**config.mk**
```make
export PLATFORM = sky130hd
export DESIGN_NAME = pigc_partition_ctrl
export DESIGN_NICKNAME = d
export VERILOG_FILES = /design/src/hdl/pigc_pkg.sv /design/src/hdl/pigc_partition_ctrl.sv
export SDC_FILE = /design/constraint.sdc
export NUM_CORES = 1
export LEC_CHECK = 0
export ABC_AREA = 1
export BUFFER_PORTS_ARGS = -buffer_cell sky130_fd_sc_hd__buf_2
export CAP_MARGIN = 20
export CORE_MARGIN = 1.5
export CORE_UTILIZATION = 34
export CTS_BUF_LIST = sky130_fd_sc_hd__clkbuf_4
export DETAILED_ROUTE_END_ITERATION = 6
export PLACE_DENSITY_LB_ADDON = 0.12
export SLEW_MARGIN = 20
export SYNTH_ARGS = -nofsm -noshare
export SYNTH_HDL_FRONTEND = slang
export SYNTH_SLANG_ARGS = --single-unit
```
**constraint.sdc**
```tcl
create_clock -name clk_in -period 3.2 [get_ports clk_in]
set_input_delay 0.16 -clock clk_in [delete_from_list [all_inputs] [get_ports clk_in]]
set_output_delay 0.16 -clock clk_in [all_outputs]
set_load 0.05 [all_outputs]
```
**src/hdl/pigc_pkg.sv**
```systemverilog
// Package for the partition ID generation control block: map, fields, reset values, codes.
package pigc_pkg;

  // Register byte addresses on the Avalon-MM slave
  localparam logic [4:0] ADDR_EL3  = 5'h00;
  localparam logic [4:0] ADDR_EL2  = 5'h04;
  localparam logic [4:0] ADDR_HCR  = 5'h08;
  localparam logic [4:0] ADDR_EL1  = 5'h0c;
  localparam logic [4:0] ADDR_IDR  = 5'h10;
  localparam logic [4:0] ADDR_STAT = 5'h14;

  // el3_partition_control fields
  localparam int EL3_EN_BIT    = 0;
  localparam int EL3_SDEF_BIT  = 1;
  localparam int EL3_SPACE_BIT = 2;
  localparam int EL3_TRAP_BIT  = 3;

  // el2_partition_control fields
  localparam int EL2_EN_BIT    = 0;
  localparam int EL2_T1_BIT    = 1;
  localparam int EL2_T0_BIT    = 2;

  // hypervisor_partition_control fields
  localparam int HCR_IDT_BIT   = 0;
  localparam int HCR_LOCK_BIT  = 1;
  localparam int HCR_VM1_BIT   = 2;
  localparam int HCR_VM0_BIT   = 3;

  // el1_partition_control fields
  localparam int EL1_PID_LSB   = 0;
  localparam int EL1_GRP_LSB   = 16;
  localparam int EL1_EN_BIT    = 31;

  // partition_id_capabilities fields
  localparam int IDR_SDEF_BIT  = 0;
  localparam int IDR_SPACE_BIT = 1;
  localparam int IDR_EL3_BIT   = 2;
  localparam int IDR_EL2_BIT   = 3;
  localparam int IDR_SPID_BIT  = 4;

  // Values after reset
  localparam logic RST_ENABLE      = 1'b0;
  localparam logic RST_LOWER_TRAP  = 1'b1;
  localparam logic RST_SPACE_OVR   = 1'b0;
  localparam logic RST_NOEL3_TRAPS = 1'b1;

  // Default identifiers
  localparam logic [15:0] DEF_SECURE_PID = 16'h0000;
  localparam logic [15:0] DEF_NS_PID     = 16'h0000;
  localparam logic [7:0]  DEF_GROUP      = 8'h00;

  // Register selected by a system-register access check
  typedef enum logic [2:0] {
    REG_EL3   = 3'b000,
    REG_EL2   = 3'b001,
    REG_HCR   = 3'b010,
    REG_EL1   = 3'b011,
    REG_ALIAS = 3'b100,
    REG_IDR   = 3'b101,
    REG_VMAP  = 3'b110
  } pigc_reg_e;

  // Outcome of a system-register access check
  typedef enum logic [2:0] {
    ACC_ALLOW    = 3'b000,
    ACC_UNDEF    = 3'b001,
    ACC_TRAP_EL2 = 3'b010,
    ACC_TRAP_EL3 = 3'b011,
    ACC_MEMORY   = 3'b100
  } pigc_acc_e;

endpackage

```
**src/hdl/pigc_partition_ctrl.sv**
```systemverilog
// Partition ID generation control: registers, request tagging and access trap checks.
`timescale 1ns/1ns
`default_nettype none

// How it works
// - Writable enable only at highest level; copies read-only
// - Enable set: normal IDs; clear: default IDs
// - Reset clears the generation enable
// - Secure override writable only when capability present
// - Secure override gives default group and ID
// - Secure override affects only Secure-state requests
// - Secure override bit left unreset
// - Disabled or overridden Secure: ID 0, group 0
// - Lower-level trap sends EL1/EL2 accesses to EL3
// - Lower-level trap beats EL2 trap controls
// - Nested virtualisation routes EL1 EL2-register accesses to EL2
// - Enhanced nested virtualisation turns accesses into memory
// - No Secure IDs: space override reads one
// - Writable space override sets Secure tag
// - Writable space override resets to 0
// - No space capability: override reads zero
// - Reset sets the lower-level trap
// - EL2 traps unreset with EL3, else set
// - No EL3: EL3 register undefined, trap off
// - No EL2: EL2 registers zero, traps inactive
// - Non-secure-only EL2: access and Secure trap rules
// - Secure EL2 off behaves as Non-secure-only EL2
module pigc_partition_ctrl #(
  parameter bit HAS_EL3        = 1'b1,
  parameter bit HAS_EL2        = 1'b1,
  parameter bit HAS_SECURE_EL2 = 1'b1,
  parameter bit SDEF_PRESENT   = 1'b1,
  parameter bit SPACE_PRESENT  = 1'b1,
  parameter bit SECURE_PIDS    = 1'b1,
  parameter int PID_W          = 16,
  parameter int GRP_W          = 8
) (
  input  wire logic             clk_in,                // 20 MHz clock
  input  wire logic             reset_in,              // Warm or cold reset
  input  wire logic [4:0]       avs_address_in,        // Byte address
  input  wire logic             avs_read_in,           // Read request
  input  wire logic             avs_write_in,          // Write request
  input  wire logic [31:0]      avs_writedata_in,      // Write data
  input  wire logic [3:0]       avs_byteenable_in,     // Byte lanes
  output logic      [31:0]      avs_readdata_out,      // Read data
  output logic                  avs_waitrequest_out,   // Stall
  input  wire logic             secure_el2_enable_in,  // Secure EL2 enabled
  input  wire logic             nested_virt_in,        // nested_virtualisation
  input  wire logic             enh_nested_virt_in,    // enhanced_nested_virtualisation
  input  wire logic             host_mode_in,          // host_mode
  input  wire logic             req_valid_in,          // Outgoing request
  input  wire logic             req_secure_in,         // Request from Secure state
  output logic                  req_valid_out,         // Tagged request
  output logic      [PID_W-1:0] partition_id_out,      // partition_id
  output logic      [GRP_W-1:0] monitor_group_out,     // monitor_group
  output logic                  security_space_tag_out,// security_space_tag
  input  wire logic             acc_valid_in,          // Register access to check
  input  wire logic [1:0]       acc_el_in,             // Exception level of access
  input  wire logic             acc_secure_in,         // Access from Secure state
  input  wire logic [2:0]       acc_reg_in,            // Register selected
  output logic                  acc_done_out,          // Check result valid
  output logic      [2:0]       acc_result_out         // Check outcome
);

  typedef struct packed {
    logic             wait_q;
    logic [31:0]      rdata;
    logic             id_gen_enable;
    logic             secure_default_override;
    logic             secure_space_override;
    logic             lower_level_trap;
    logic             el1_register_trap;
    logic             el0_register_trap;
    logic             id_register_read_trap;
    logic             guest_app_partition_lock;
    logic             el1_virtual_map_enable;
    logic             el0_virtual_map_enable;
    logic [PID_W-1:0] el1_pid;
    logic [GRP_W-1:0] el1_grp;
    logic             rq_valid;
    logic [PID_W-1:0] rq_pid;
    logic [GRP_W-1:0] rq_grp;
    logic             rq_tag;
    logic             ac_done;
    logic [2:0]       ac_result;
    logic [2:0]       last_result;
  } pigc_state_s;

  pigc_state_s state_r;
  pigc_state_s state_nxt;

  // Merge write data into an old word under byte enables
  function automatic logic [31:0] merge_bytes(input logic [31:0] old_w,
                                              input logic [31:0] new_w,
                                              input logic [3:0]  be);
    logic [31:0] res;
    res = old_w;
    for (int i = 0; i < 4; i++) begin
      if (be[i]) begin
        res[8*i +: 8] = new_w[8*i +: 8];
      end
    end
    return res;
  endfunction

  // EL2 acts in the given security state
  function automatic logic el2_active(input logic secure);
    return HAS_EL2 && (!secure || (HAS_SECURE_EL2 && secure_el2_enable_in));
  endfunction

  // Effective control bits as seen by generation and checks
  logic sdef_eff;
  logic space_eff;
  logic trap_low_eff;
  always_comb begin
    sdef_eff     = SDEF_PRESENT && HAS_EL3 && state_r.secure_default_override;
    if (!SPACE_PRESENT || !HAS_EL3) begin
      space_eff = 1'b0;
    end else if (!SECURE_PIDS) begin
      space_eff = 1'b1;
    end else begin
      space_eff = state_r.secure_space_override;
    end
    trap_low_eff = HAS_EL3 && state_r.lower_level_trap;
  end

  // Register read views
  logic [31:0] el3_view;
  logic [31:0] el2_view;
  logic [31:0] hcr_view;
  logic [31:0] el1_view;
  logic [31:0] idr_view;
  logic [31:0] rd_word;
  always_comb begin
    el3_view = 32'h0000_0000;
    el2_view = 32'h0000_0000;
    hcr_view = 32'h0000_0000;
    el1_view = 32'h0000_0000;
    idr_view = 32'h0000_0000;
    if (HAS_EL3) begin
      el3_view[pigc_pkg::EL3_EN_BIT]    = state_r.id_gen_enable;
      el3_view[pigc_pkg::EL3_SDEF_BIT]  = sdef_eff;
      el3_view[pigc_pkg::EL3_SPACE_BIT] = space_eff;
      el3_view[pigc_pkg::EL3_TRAP_BIT]  = state_r.lower_level_trap;
    end
    if (HAS_EL2) begin
      el2_view[pigc_pkg::EL2_EN_BIT]   = state_r.id_gen_enable;
      el2_view[pigc_pkg::EL2_T1_BIT]   = state_r.el1_register_trap;
      el2_view[pigc_pkg::EL2_T0_BIT]   = state_r.el0_register_trap;
      hcr_view[pigc_pkg::HCR_IDT_BIT]  = state_r.id_register_read_trap;
      hcr_view[pigc_pkg::HCR_LOCK_BIT] = state_r.guest_app_partition_lock;
      hcr_view[pigc_pkg::HCR_VM1_BIT]  = state_r.el1_virtual_map_enable;
      hcr_view[pigc_pkg::HCR_VM0_BIT]  = state_r.el0_virtual_map_enable;
    end
    el1_view[pigc_pkg::EL1_PID_LSB +: PID_W] = state_r.el1_pid;
    el1_view[pigc_pkg::EL1_GRP_LSB +: GRP_W] = state_r.el1_grp;
    el1_view[pigc_pkg::EL1_EN_BIT]           = state_r.id_gen_enable;
    idr_view[pigc_pkg::IDR_SDEF_BIT]  = SDEF_PRESENT;
    idr_view[pigc_pkg::IDR_SPACE_BIT] = SPACE_PRESENT;
    idr_view[pigc_pkg::IDR_EL3_BIT]   = HAS_EL3;
    idr_view[pigc_pkg::IDR_EL2_BIT]   = HAS_EL2;
    idr_view[pigc_pkg::IDR_SPID_BIT]  = SECURE_PIDS;
    case (avs_address_in)
      pigc_pkg::ADDR_EL3:  rd_word = el3_view;
      pigc_pkg::ADDR_EL2:  rd_word = el2_view;
      pigc_pkg::ADDR_HCR:  rd_word = hcr_view;
      pigc_pkg::ADDR_EL1:  rd_word = el1_view;
      pigc_pkg::ADDR_IDR:  rd_word = idr_view;
      pigc_pkg::ADDR_STAT: rd_word = {29'h0000_0000, state_r.last_result};
      default:             rd_word = 32'h0000_0000;
    endcase
  end

  // Access check for one system-register access
  function automatic logic [2:0] check_access(input logic [1:0] el,
                                              input logic       sec,
                                              input logic [2:0] rsel);
    logic             el2_on;
    logic [2:0]       res;
    pigc_pkg::pigc_reg_e r;
    el2_on = el2_active(sec);
    r      = pigc_pkg::pigc_reg_e'(rsel);
    res    = pigc_pkg::ACC_UNDEF;
    case (r)
      pigc_pkg::REG_EL3: begin
        if (HAS_EL3 && el == 2'd3) begin
          res = pigc_pkg::ACC_ALLOW;
        end
      end
      pigc_pkg::REG_EL2, pigc_pkg::REG_HCR, pigc_pkg::REG_VMAP, pigc_pkg::REG_ALIAS: begin
        if (el == 2'd3) begin
          res = (r == pigc_pkg::REG_ALIAS && !HAS_EL2) ? pigc_pkg::ACC_UNDEF
                                                     : pigc_pkg::ACC_ALLOW;
        end else if (el == 2'd2 && el2_on) begin
          if (r == pigc_pkg::REG_ALIAS && !host_mode_in) begin
            res = pigc_pkg::ACC_UNDEF;
          end else if (trap_low_eff) begin
            res = pigc_pkg::ACC_TRAP_EL3;
          end else begin
            res = pigc_pkg::ACC_ALLOW;
          end
        end else if (el == 2'd1 && el2_on && nested_virt_in) begin
          if (enh_nested_virt_in) begin
            res = pigc_pkg::ACC_MEMORY;
          end else if (trap_low_eff) begin
            res = pigc_pkg::ACC_TRAP_EL3;
          end else begin
            res = pigc_pkg::ACC_TRAP_EL2;
          end
        end
      end
      pigc_pkg::REG_EL1, pigc_pkg::REG_IDR: begin
        if (el == 2'd3) begin
          res = pigc_pkg::ACC_ALLOW;
        end else if (el == 2'd2 || el == 2'd1) begin
          if (trap_low_eff) begin
            res = pigc_pkg::ACC_TRAP_EL3;
          end else if (el == 2'd1 && el2_on &&
                       ((r == pigc_pkg::REG_EL1 && state_r.el1_register_trap) ||
                        (r == pigc_pkg::REG_IDR && state_r.id_register_read_trap))) begin
            res = pigc_pkg::ACC_TRAP_EL2;
          end else begin
            res = pigc_pkg::ACC_ALLOW;
          end
        end
      end
      default: res = pigc_pkg::ACC_UNDEF;
    endcase
    return res;
  endfunction

  // Next state
  logic        bus_req;
  logic        bus_take;
  logic [31:0] wword;
  always_comb begin
    state_nxt = state_r;
    bus_req   = avs_read_in || avs_write_in;
    bus_take  = bus_req && !state_r.wait_q;
    wword     = merge_bytes(rd_word, avs_writedata_in, avs_byteenable_in);

    // One wait cycle, then the access completes
    if (bus_take) begin
      state_nxt.wait_q = 1'b1;
    end else if (bus_req) begin
      state_nxt.wait_q = 1'b0;
      state_nxt.rdata  = rd_word;
    end else begin
      state_nxt.wait_q = 1'b1;
    end

    if (bus_take && avs_write_in) begin
      case (avs_address_in)
        pigc_pkg::ADDR_EL3: begin
          if (HAS_EL3) begin
            state_nxt.id_gen_enable    = wword[pigc_pkg::EL3_EN_BIT];
            state_nxt.lower_level_trap = wword[pigc_pkg::EL3_TRAP_BIT];
            if (SDEF_PRESENT) begin
              state_nxt.secure_default_override = wword[pigc_pkg::EL3_SDEF_BIT];
            end
            if (SPACE_PRESENT && SECURE_PIDS) begin
              state_nxt.secure_space_override = wword[pigc_pkg::EL3_SPACE_BIT];
            end
          end
        end
        pigc_pkg::ADDR_EL2: begin
          if (HAS_EL2) begin
            if (!HAS_EL3) begin
              state_nxt.id_gen_enable = wword[pigc_pkg::EL2_EN_BIT];
            end
            state_nxt.el1_register_trap = wword[pigc_pkg::EL2_T1_BIT];
            state_nxt.el0_register_trap = wword[pigc_pkg::EL2_T0_BIT];
          end
        end
        pigc_pkg::ADDR_HCR: begin
          if (HAS_EL2) begin
            state_nxt.id_register_read_trap    = wword[pigc_pkg::HCR_IDT_BIT];
            state_nxt.guest_app_partition_lock = wword[pigc_pkg::HCR_LOCK_BIT];
            state_nxt.el1_virtual_map_enable   = wword[pigc_pkg::HCR_VM1_BIT];
            state_nxt.el0_virtual_map_enable   = wword[pigc_pkg::HCR_VM0_BIT];
          end
        end
        pigc_pkg::ADDR_EL1: begin
          if (!HAS_EL3 && !HAS_EL2) begin
            state_nxt.id_gen_enable = wword[pigc_pkg::EL1_EN_BIT];
          end
          state_nxt.el1_pid = wword[pigc_pkg::EL1_PID_LSB +: PID_W];
          state_nxt.el1_grp = wword[pigc_pkg::EL1_GRP_LSB +: GRP_W];
        end
        default: state_nxt.el1_pid = state_r.el1_pid;
      endcase
    end

    // Tag each request from the settings current at issue
    state_nxt.rq_valid = req_valid_in;
    if (!state_r.id_gen_enable) begin
      state_nxt.rq_pid = '0;
      state_nxt.rq_grp = '0;
    end else if (req_secure_in && sdef_eff) begin
      state_nxt.rq_pid = space_eff ? PID_W'(pigc_pkg::DEF_NS_PID)
                                   : PID_W'(pigc_pkg::DEF_SECURE_PID);
      state_nxt.rq_grp = GRP_W'(pigc_pkg::DEF_GROUP);
    end else begin
      state_nxt.rq_pid = state_r.el1_pid;
      state_nxt.rq_grp = state_r.el1_grp;
    end
    state_nxt.rq_tag = !req_secure_in || space_eff || !SECURE_PIDS;

    state_nxt.ac_done = acc_valid_in;
    if (acc_valid_in) begin
      state_nxt.ac_result   = check_access(acc_el_in, acc_secure_in, acc_reg_in);
      state_nxt.last_result = state_nxt.ac_result;
    end

    if (reset_in) begin
      state_nxt.wait_q      = 1'b1;
      state_nxt.rdata       = 32'h0000_0000;
      state_nxt.id_gen_enable    = pigc_pkg::RST_ENABLE;
      state_nxt.lower_level_trap = pigc_pkg::RST_LOWER_TRAP;
      if (SPACE_PRESENT && SECURE_PIDS) begin
        state_nxt.secure_space_override = pigc_pkg::RST_SPACE_OVR;
      end
      if (!HAS_EL3) begin
        state_nxt.el1_register_trap     = pigc_pkg::RST_NOEL3_TRAPS;
        state_nxt.el0_register_trap     = pigc_pkg::RST_NOEL3_TRAPS;
        state_nxt.id_register_read_trap = pigc_pkg::RST_NOEL3_TRAPS;
      end
      state_nxt.rq_valid    = 1'b0;
      state_nxt.rq_pid      = '0;
      state_nxt.rq_grp      = '0;
      state_nxt.rq_tag      = 1'b0;
      state_nxt.ac_done     = 1'b0;
      state_nxt.ac_result   = pigc_pkg::ACC_UNDEF;
      state_nxt.last_result = pigc_pkg::ACC_ALLOW;
    end
  end

  // Fields left unreset keep whatever they held
  always_ff @(posedge clk_in) begin
    state_r <= state_nxt;
  end

  assign avs_readdata_out       = state_r.rdata;
  assign avs_waitrequest_out    = state_r.wait_q;
  assign req_valid_out          = state_r.rq_valid;
  assign partition_id_out       = state_r.rq_pid;
  assign monitor_group_out      = state_r.rq_grp;
  assign security_space_tag_out = state_r.rq_tag;
  assign acc_done_out           = state_r.ac_done;
  assign acc_result_out         = state_r.ac_result;

  // Checks
  a_enable_reset: assert property (@(posedge clk_in)
    $past(reset_in) |-> !state_r.id_gen_enable)
    else $error("enable not cleared by reset");

  a_trap_reset: assert property (@(posedge clk_in)
    $past(reset_in) |-> state_r.lower_level_trap)
    else $error("lower trap not set by reset");

  a_disabled_zero: assert property (@(posedge clk_in) disable iff (reset_in)
    req_valid_in && !state_r.id_gen_enable |=> partition_id_out == '0 && monitor_group_out == '0)
    else $error("disabled request carried nonzero ids");

  a_normal_ns: assert property (@(posedge clk_in) disable iff (reset_in)
    req_valid_in && !req_secure_in && state_r.id_gen_enable
    |=> req_valid_out && partition_id_out == $past(state_r.el1_pid))
    else $error("non-secure request not generated normally");

  a_ns_tag_one: assert property (@(posedge clk_in) disable iff (reset_in)
    req_valid_in && !req_secure_in |=> security_space_tag_out)
    else $error("non-secure tag not one");

  a_secure_tag: assert property (@(posedge clk_in) disable iff (reset_in)
    req_valid_in && req_secure_in && SPACE_PRESENT && SECURE_PIDS && HAS_EL3
    |=> security_space_tag_out == $past(state_r.secure_space_override))
    else $error("secure tag does not follow override");

  a_lower_trap: assert property (@(posedge clk_in) disable iff (reset_in)
    acc_valid_in && trap_low_eff && acc_el_in == 2'd2 && el2_active(acc_secure_in)
    && acc_reg_in == pigc_pkg::REG_EL2
    |=> acc_done_out && acc_result_out == pigc_pkg::ACC_TRAP_EL3)
    else $error("el2 access not trapped to el3");

  a_trap_priority: assert property (@(posedge clk_in) disable iff (reset_in)
    acc_valid_in && trap_low_eff && acc_el_in == 2'd1 && acc_reg_in == pigc_pkg::REG_EL1
    |=> acc_result_out == pigc_pkg::ACC_TRAP_EL3)
    else $error("lower trap lost priority");

  a_el3_allowed: assert property (@(posedge clk_in) disable iff (reset_in)
    acc_valid_in && acc_el_in == 2'd3 && acc_reg_in == pigc_pkg::REG_EL1
    |=> acc_result_out == pigc_pkg::ACC_ALLOW)
    else $error("el3 access refused");

  a_bus_answer: assert property (@(posedge clk_in) disable iff (reset_in)
    avs_read_in && avs_waitrequest_out |=> !avs_waitrequest_out ##1 avs_waitrequest_out)
    else $error("bus answer not in one cycle");

  c_secure_default: cover property (@(posedge clk_in) disable iff (reset_in)
    req_valid_in && req_secure_in && sdef_eff && state_r.id_gen_enable);
  c_trap_el2: cover property (@(posedge clk_in) disable iff (reset_in)
    acc_done_out && acc_result_out == pigc_pkg::ACC_TRAP_EL2);
  c_memory: cover property (@(posedge clk_in) disable iff (reset_in)
    acc_done_out && acc_result_out == pigc_pkg::ACC_MEMORY);

endmodule

`default_nettype wire

```
==> qor.yml <==
run_status: "finished clean"
grt_max_degree: 35
cp.buffers_inverters: 2
core_mm2: 0.0116
ir_worst_vdd_mv: 0.246
fmax_mhz: 529
crit_path_end_kind: "register"
cellInternalPower_uw: 1560
syn_inst: 482
critical-path-max-stage-delay_ns: 0.74
first_global_vias: 3029
syn-cell-area_mm2: 0.00411
drc: 0
finalCritPeriodShare_pct: 59.1
report.final.slew_viol_count: 0
crit_path_frequent_cell: "o21ai_0"
ys_seq_area_share_pct: 51.8
multiInputGateArea_mm2: 0.00126
clock_latency_ns: 0.44
cts_root_buffer: "clkbuf_4"
syn_avg_cell_area_um2: 8.54
hold_depth: 2
tns_ns: 0
fillerInstances: 1242
n_antenna_cell: 0
vias_per_cell: 4.54
cp.arrival_ns: 2.26
cp.required_ns: 3.57
crit_path_start_kind: "register"
gp_congestion: 0.826
final-seq-area_mm2: 0.00213
cts_hold_buffers: 20
slowest_stage: "inv_1"
die_w_um: 113
cts-buffers-inserted: 9
hold_violations: 0
crit_family: "buffers and inverters"
wl_per_cell_um: 13.6
sw_frac_of_total_pct: 29.5
via_count: 3181
dr.pass1.iters: 4
drt_iter0_markers: 139
gr-total-overflow: 0
min_period_ns: 1.89
ys_types: 32
clkTransAtPathRegs_ns: 0.14
powerDensity_mw_per_mm2: 472
p_switching_uw: 653
die_area_mm2: 0.0128
detailed_place_hpwl_um: 6640
ant_nets: 0
yosysWarnings: 0
final_common_cell: "buf_2"
p_comb_share_pct: 15.3
r2r_slack_ns: 1.31
setup_viol: 0
ys_ff_latch: 91
cts_tree: "built"
worstRegToRegCells: 5
io_pins: 121
worst-path-max-fanout: 34
mostFrequentLayoutCells: "buf_2, nand2_1, dfxtp_1"
antenna_found_initial: 0
rows: 39
io_buffers: 104
areaGrowthSynthToFinish_pct: 13.7
start_util_pct: 35.4
post_cts_buffers: 0
power_leakage_uw: 0.00224
path_cells: "o21ai_0, inv_1, buf_4, o21ai_0, a21oi_1"
drt_wl_total_um: 9560
clock_sinks: 91
worst_slew_pin_slew_ns: 0.993
rsz0062_at_grt: "no"
crit_type: "register to register"
fin_hold_ws_ns: 0.0293
gr-usage-all-layers_pct: 15.3
power_frac_seq_pct: 56.1
post_cts_resized: 0
min_from: "reset_in"
power_frac_clock_pct: 28.6
h-tree-depth: 3
skew_ns: 0.0253
hold_path_class: "input pin to register"
grt_first_pass_wirelength_um: 15300
min_to: "req_valid_out"
die_h_um: 113
reg2reg_to: "avs_readdata_out[23]"
r2r_start: "avs_waitrequest_out"
clock_tree.buffer_depth: 2
timing.max_cap.violations: 0
drive_above_1_share_pct: 25.4
max_slew_margin_pct: 33.7
finalNetCount: 614
power groups by stage:
stage	Combinational, uW	Sequential [uW]	Clock, uW
2_1_floorplan	257	1270	0
3_3_place_gp	316	1270	0
5_1_grt	367	1240	705
6_report	338	1240	632
4_1_cts	339	1240	656
3_5_place_dp	319	1270	0
worst max-delay path by stage:
stage	from	end	slack, ns	cells past startpoint
CTS	avs_waitrequest_out	el1_view[13]	1.27	4
floorplan	avs_waitrequest_out	el1_view[0]	1.04	3
detailed placement	avs_address_in[1]	el1_view[8]	1.13	5
global placement	avs_address_in[1]	el1_view[9]	1.16	5
global route	avs_waitrequest_out	avs_readdata_out[31]	1.13	5
finish	avs_waitrequest_out	avs_readdata_out[23]	1.31	5
per-stage QoR:
step	utilization, %	cell area (um2)	setup WS, ns	instances	total power (uW)
6_report	40.3	4680	1.31	701	2210
5_1_grt	40.3	4680	1.13	701	2320
4_1_cts	40.3	4680	1.27	701	2240
3_5_place_dp	37.4	4350	1.13	665	1590
3_3_place_gp	37.4	4350	1.16	665	1580
2_1_floorplan	-	4140	1.04	488	1530
layout make-up:
type                       count  share of cell area [%]
multi-input combinational    263                    26.9
tap                          143                    3.82
inverter                      60                    4.84
clock inverter                 7                    1.39
clock buffer                   9                    1.44
timing repair buffer         128                    16.0
sequential                    91                    45.6
metal layers:
metal / GRT usage (%) / vias to the layer above / wire length, um / part of all wire, %
li1: - / 1621 / - / -
met2: 23.9 / 90 / 4190 / 44
met4: 6.58 / 0 / 176 / 1.8
met5: 0 / - / 0 / 0
met1: 20.4 / 1457 / 4620 / 48
met3: 3.64 / 13 / 569 / 6.0
sequential cells by signal, summed over array words and instances, names as in the netlist, 2 cells and up:
| name | flops |
|---|---|
| acc_result_out | 3 |
| avs_readdata_out | 25 |
| el1_view | 25 |
| el2_view | 2 |
| hcr_view | 4 |
| monitor_group_out | 8 |
| partition_id_out | 16 |
synthesized netlist by cell type, drive strengths merged:
master	instances	area share (%)
buf	69	12
o211ai	2	0.36
nand3	18	2.6
o21ai	55	6.8
dfxtp	60	29
nor2	46	4.9
ha	3	0.91
conb	1	0.091
nor3	1	0.12
or2	4	0.61
edfxtp	31	23
clkinv	1	0.12
nand2	86	8.0
o22ai	2	0.30
clkbuf	5	0.46
and2	1	0.15
a21boi	2	0.36
nand4	7	1.1
a31oi	1	0.15
inv	59	5.4
a21oi	28	3.5
kinds of logic after synthesis:
| logic type | Yosys count | share of synthesized area [%] |
|---|---|---|
| adders and majority gates | 3 | 0.913 |
| AOI/OAI and AO/OA | 90 | 11.5 |
| and+or+nand+nor | 163 | 17.5 |
| DFF | 91 | 51.8 |
| other | 1 | 0.0912 |
| buffers and inverters | 134 | 18.2 |
No activity file was read; power rests on OpenSTA's default activity.
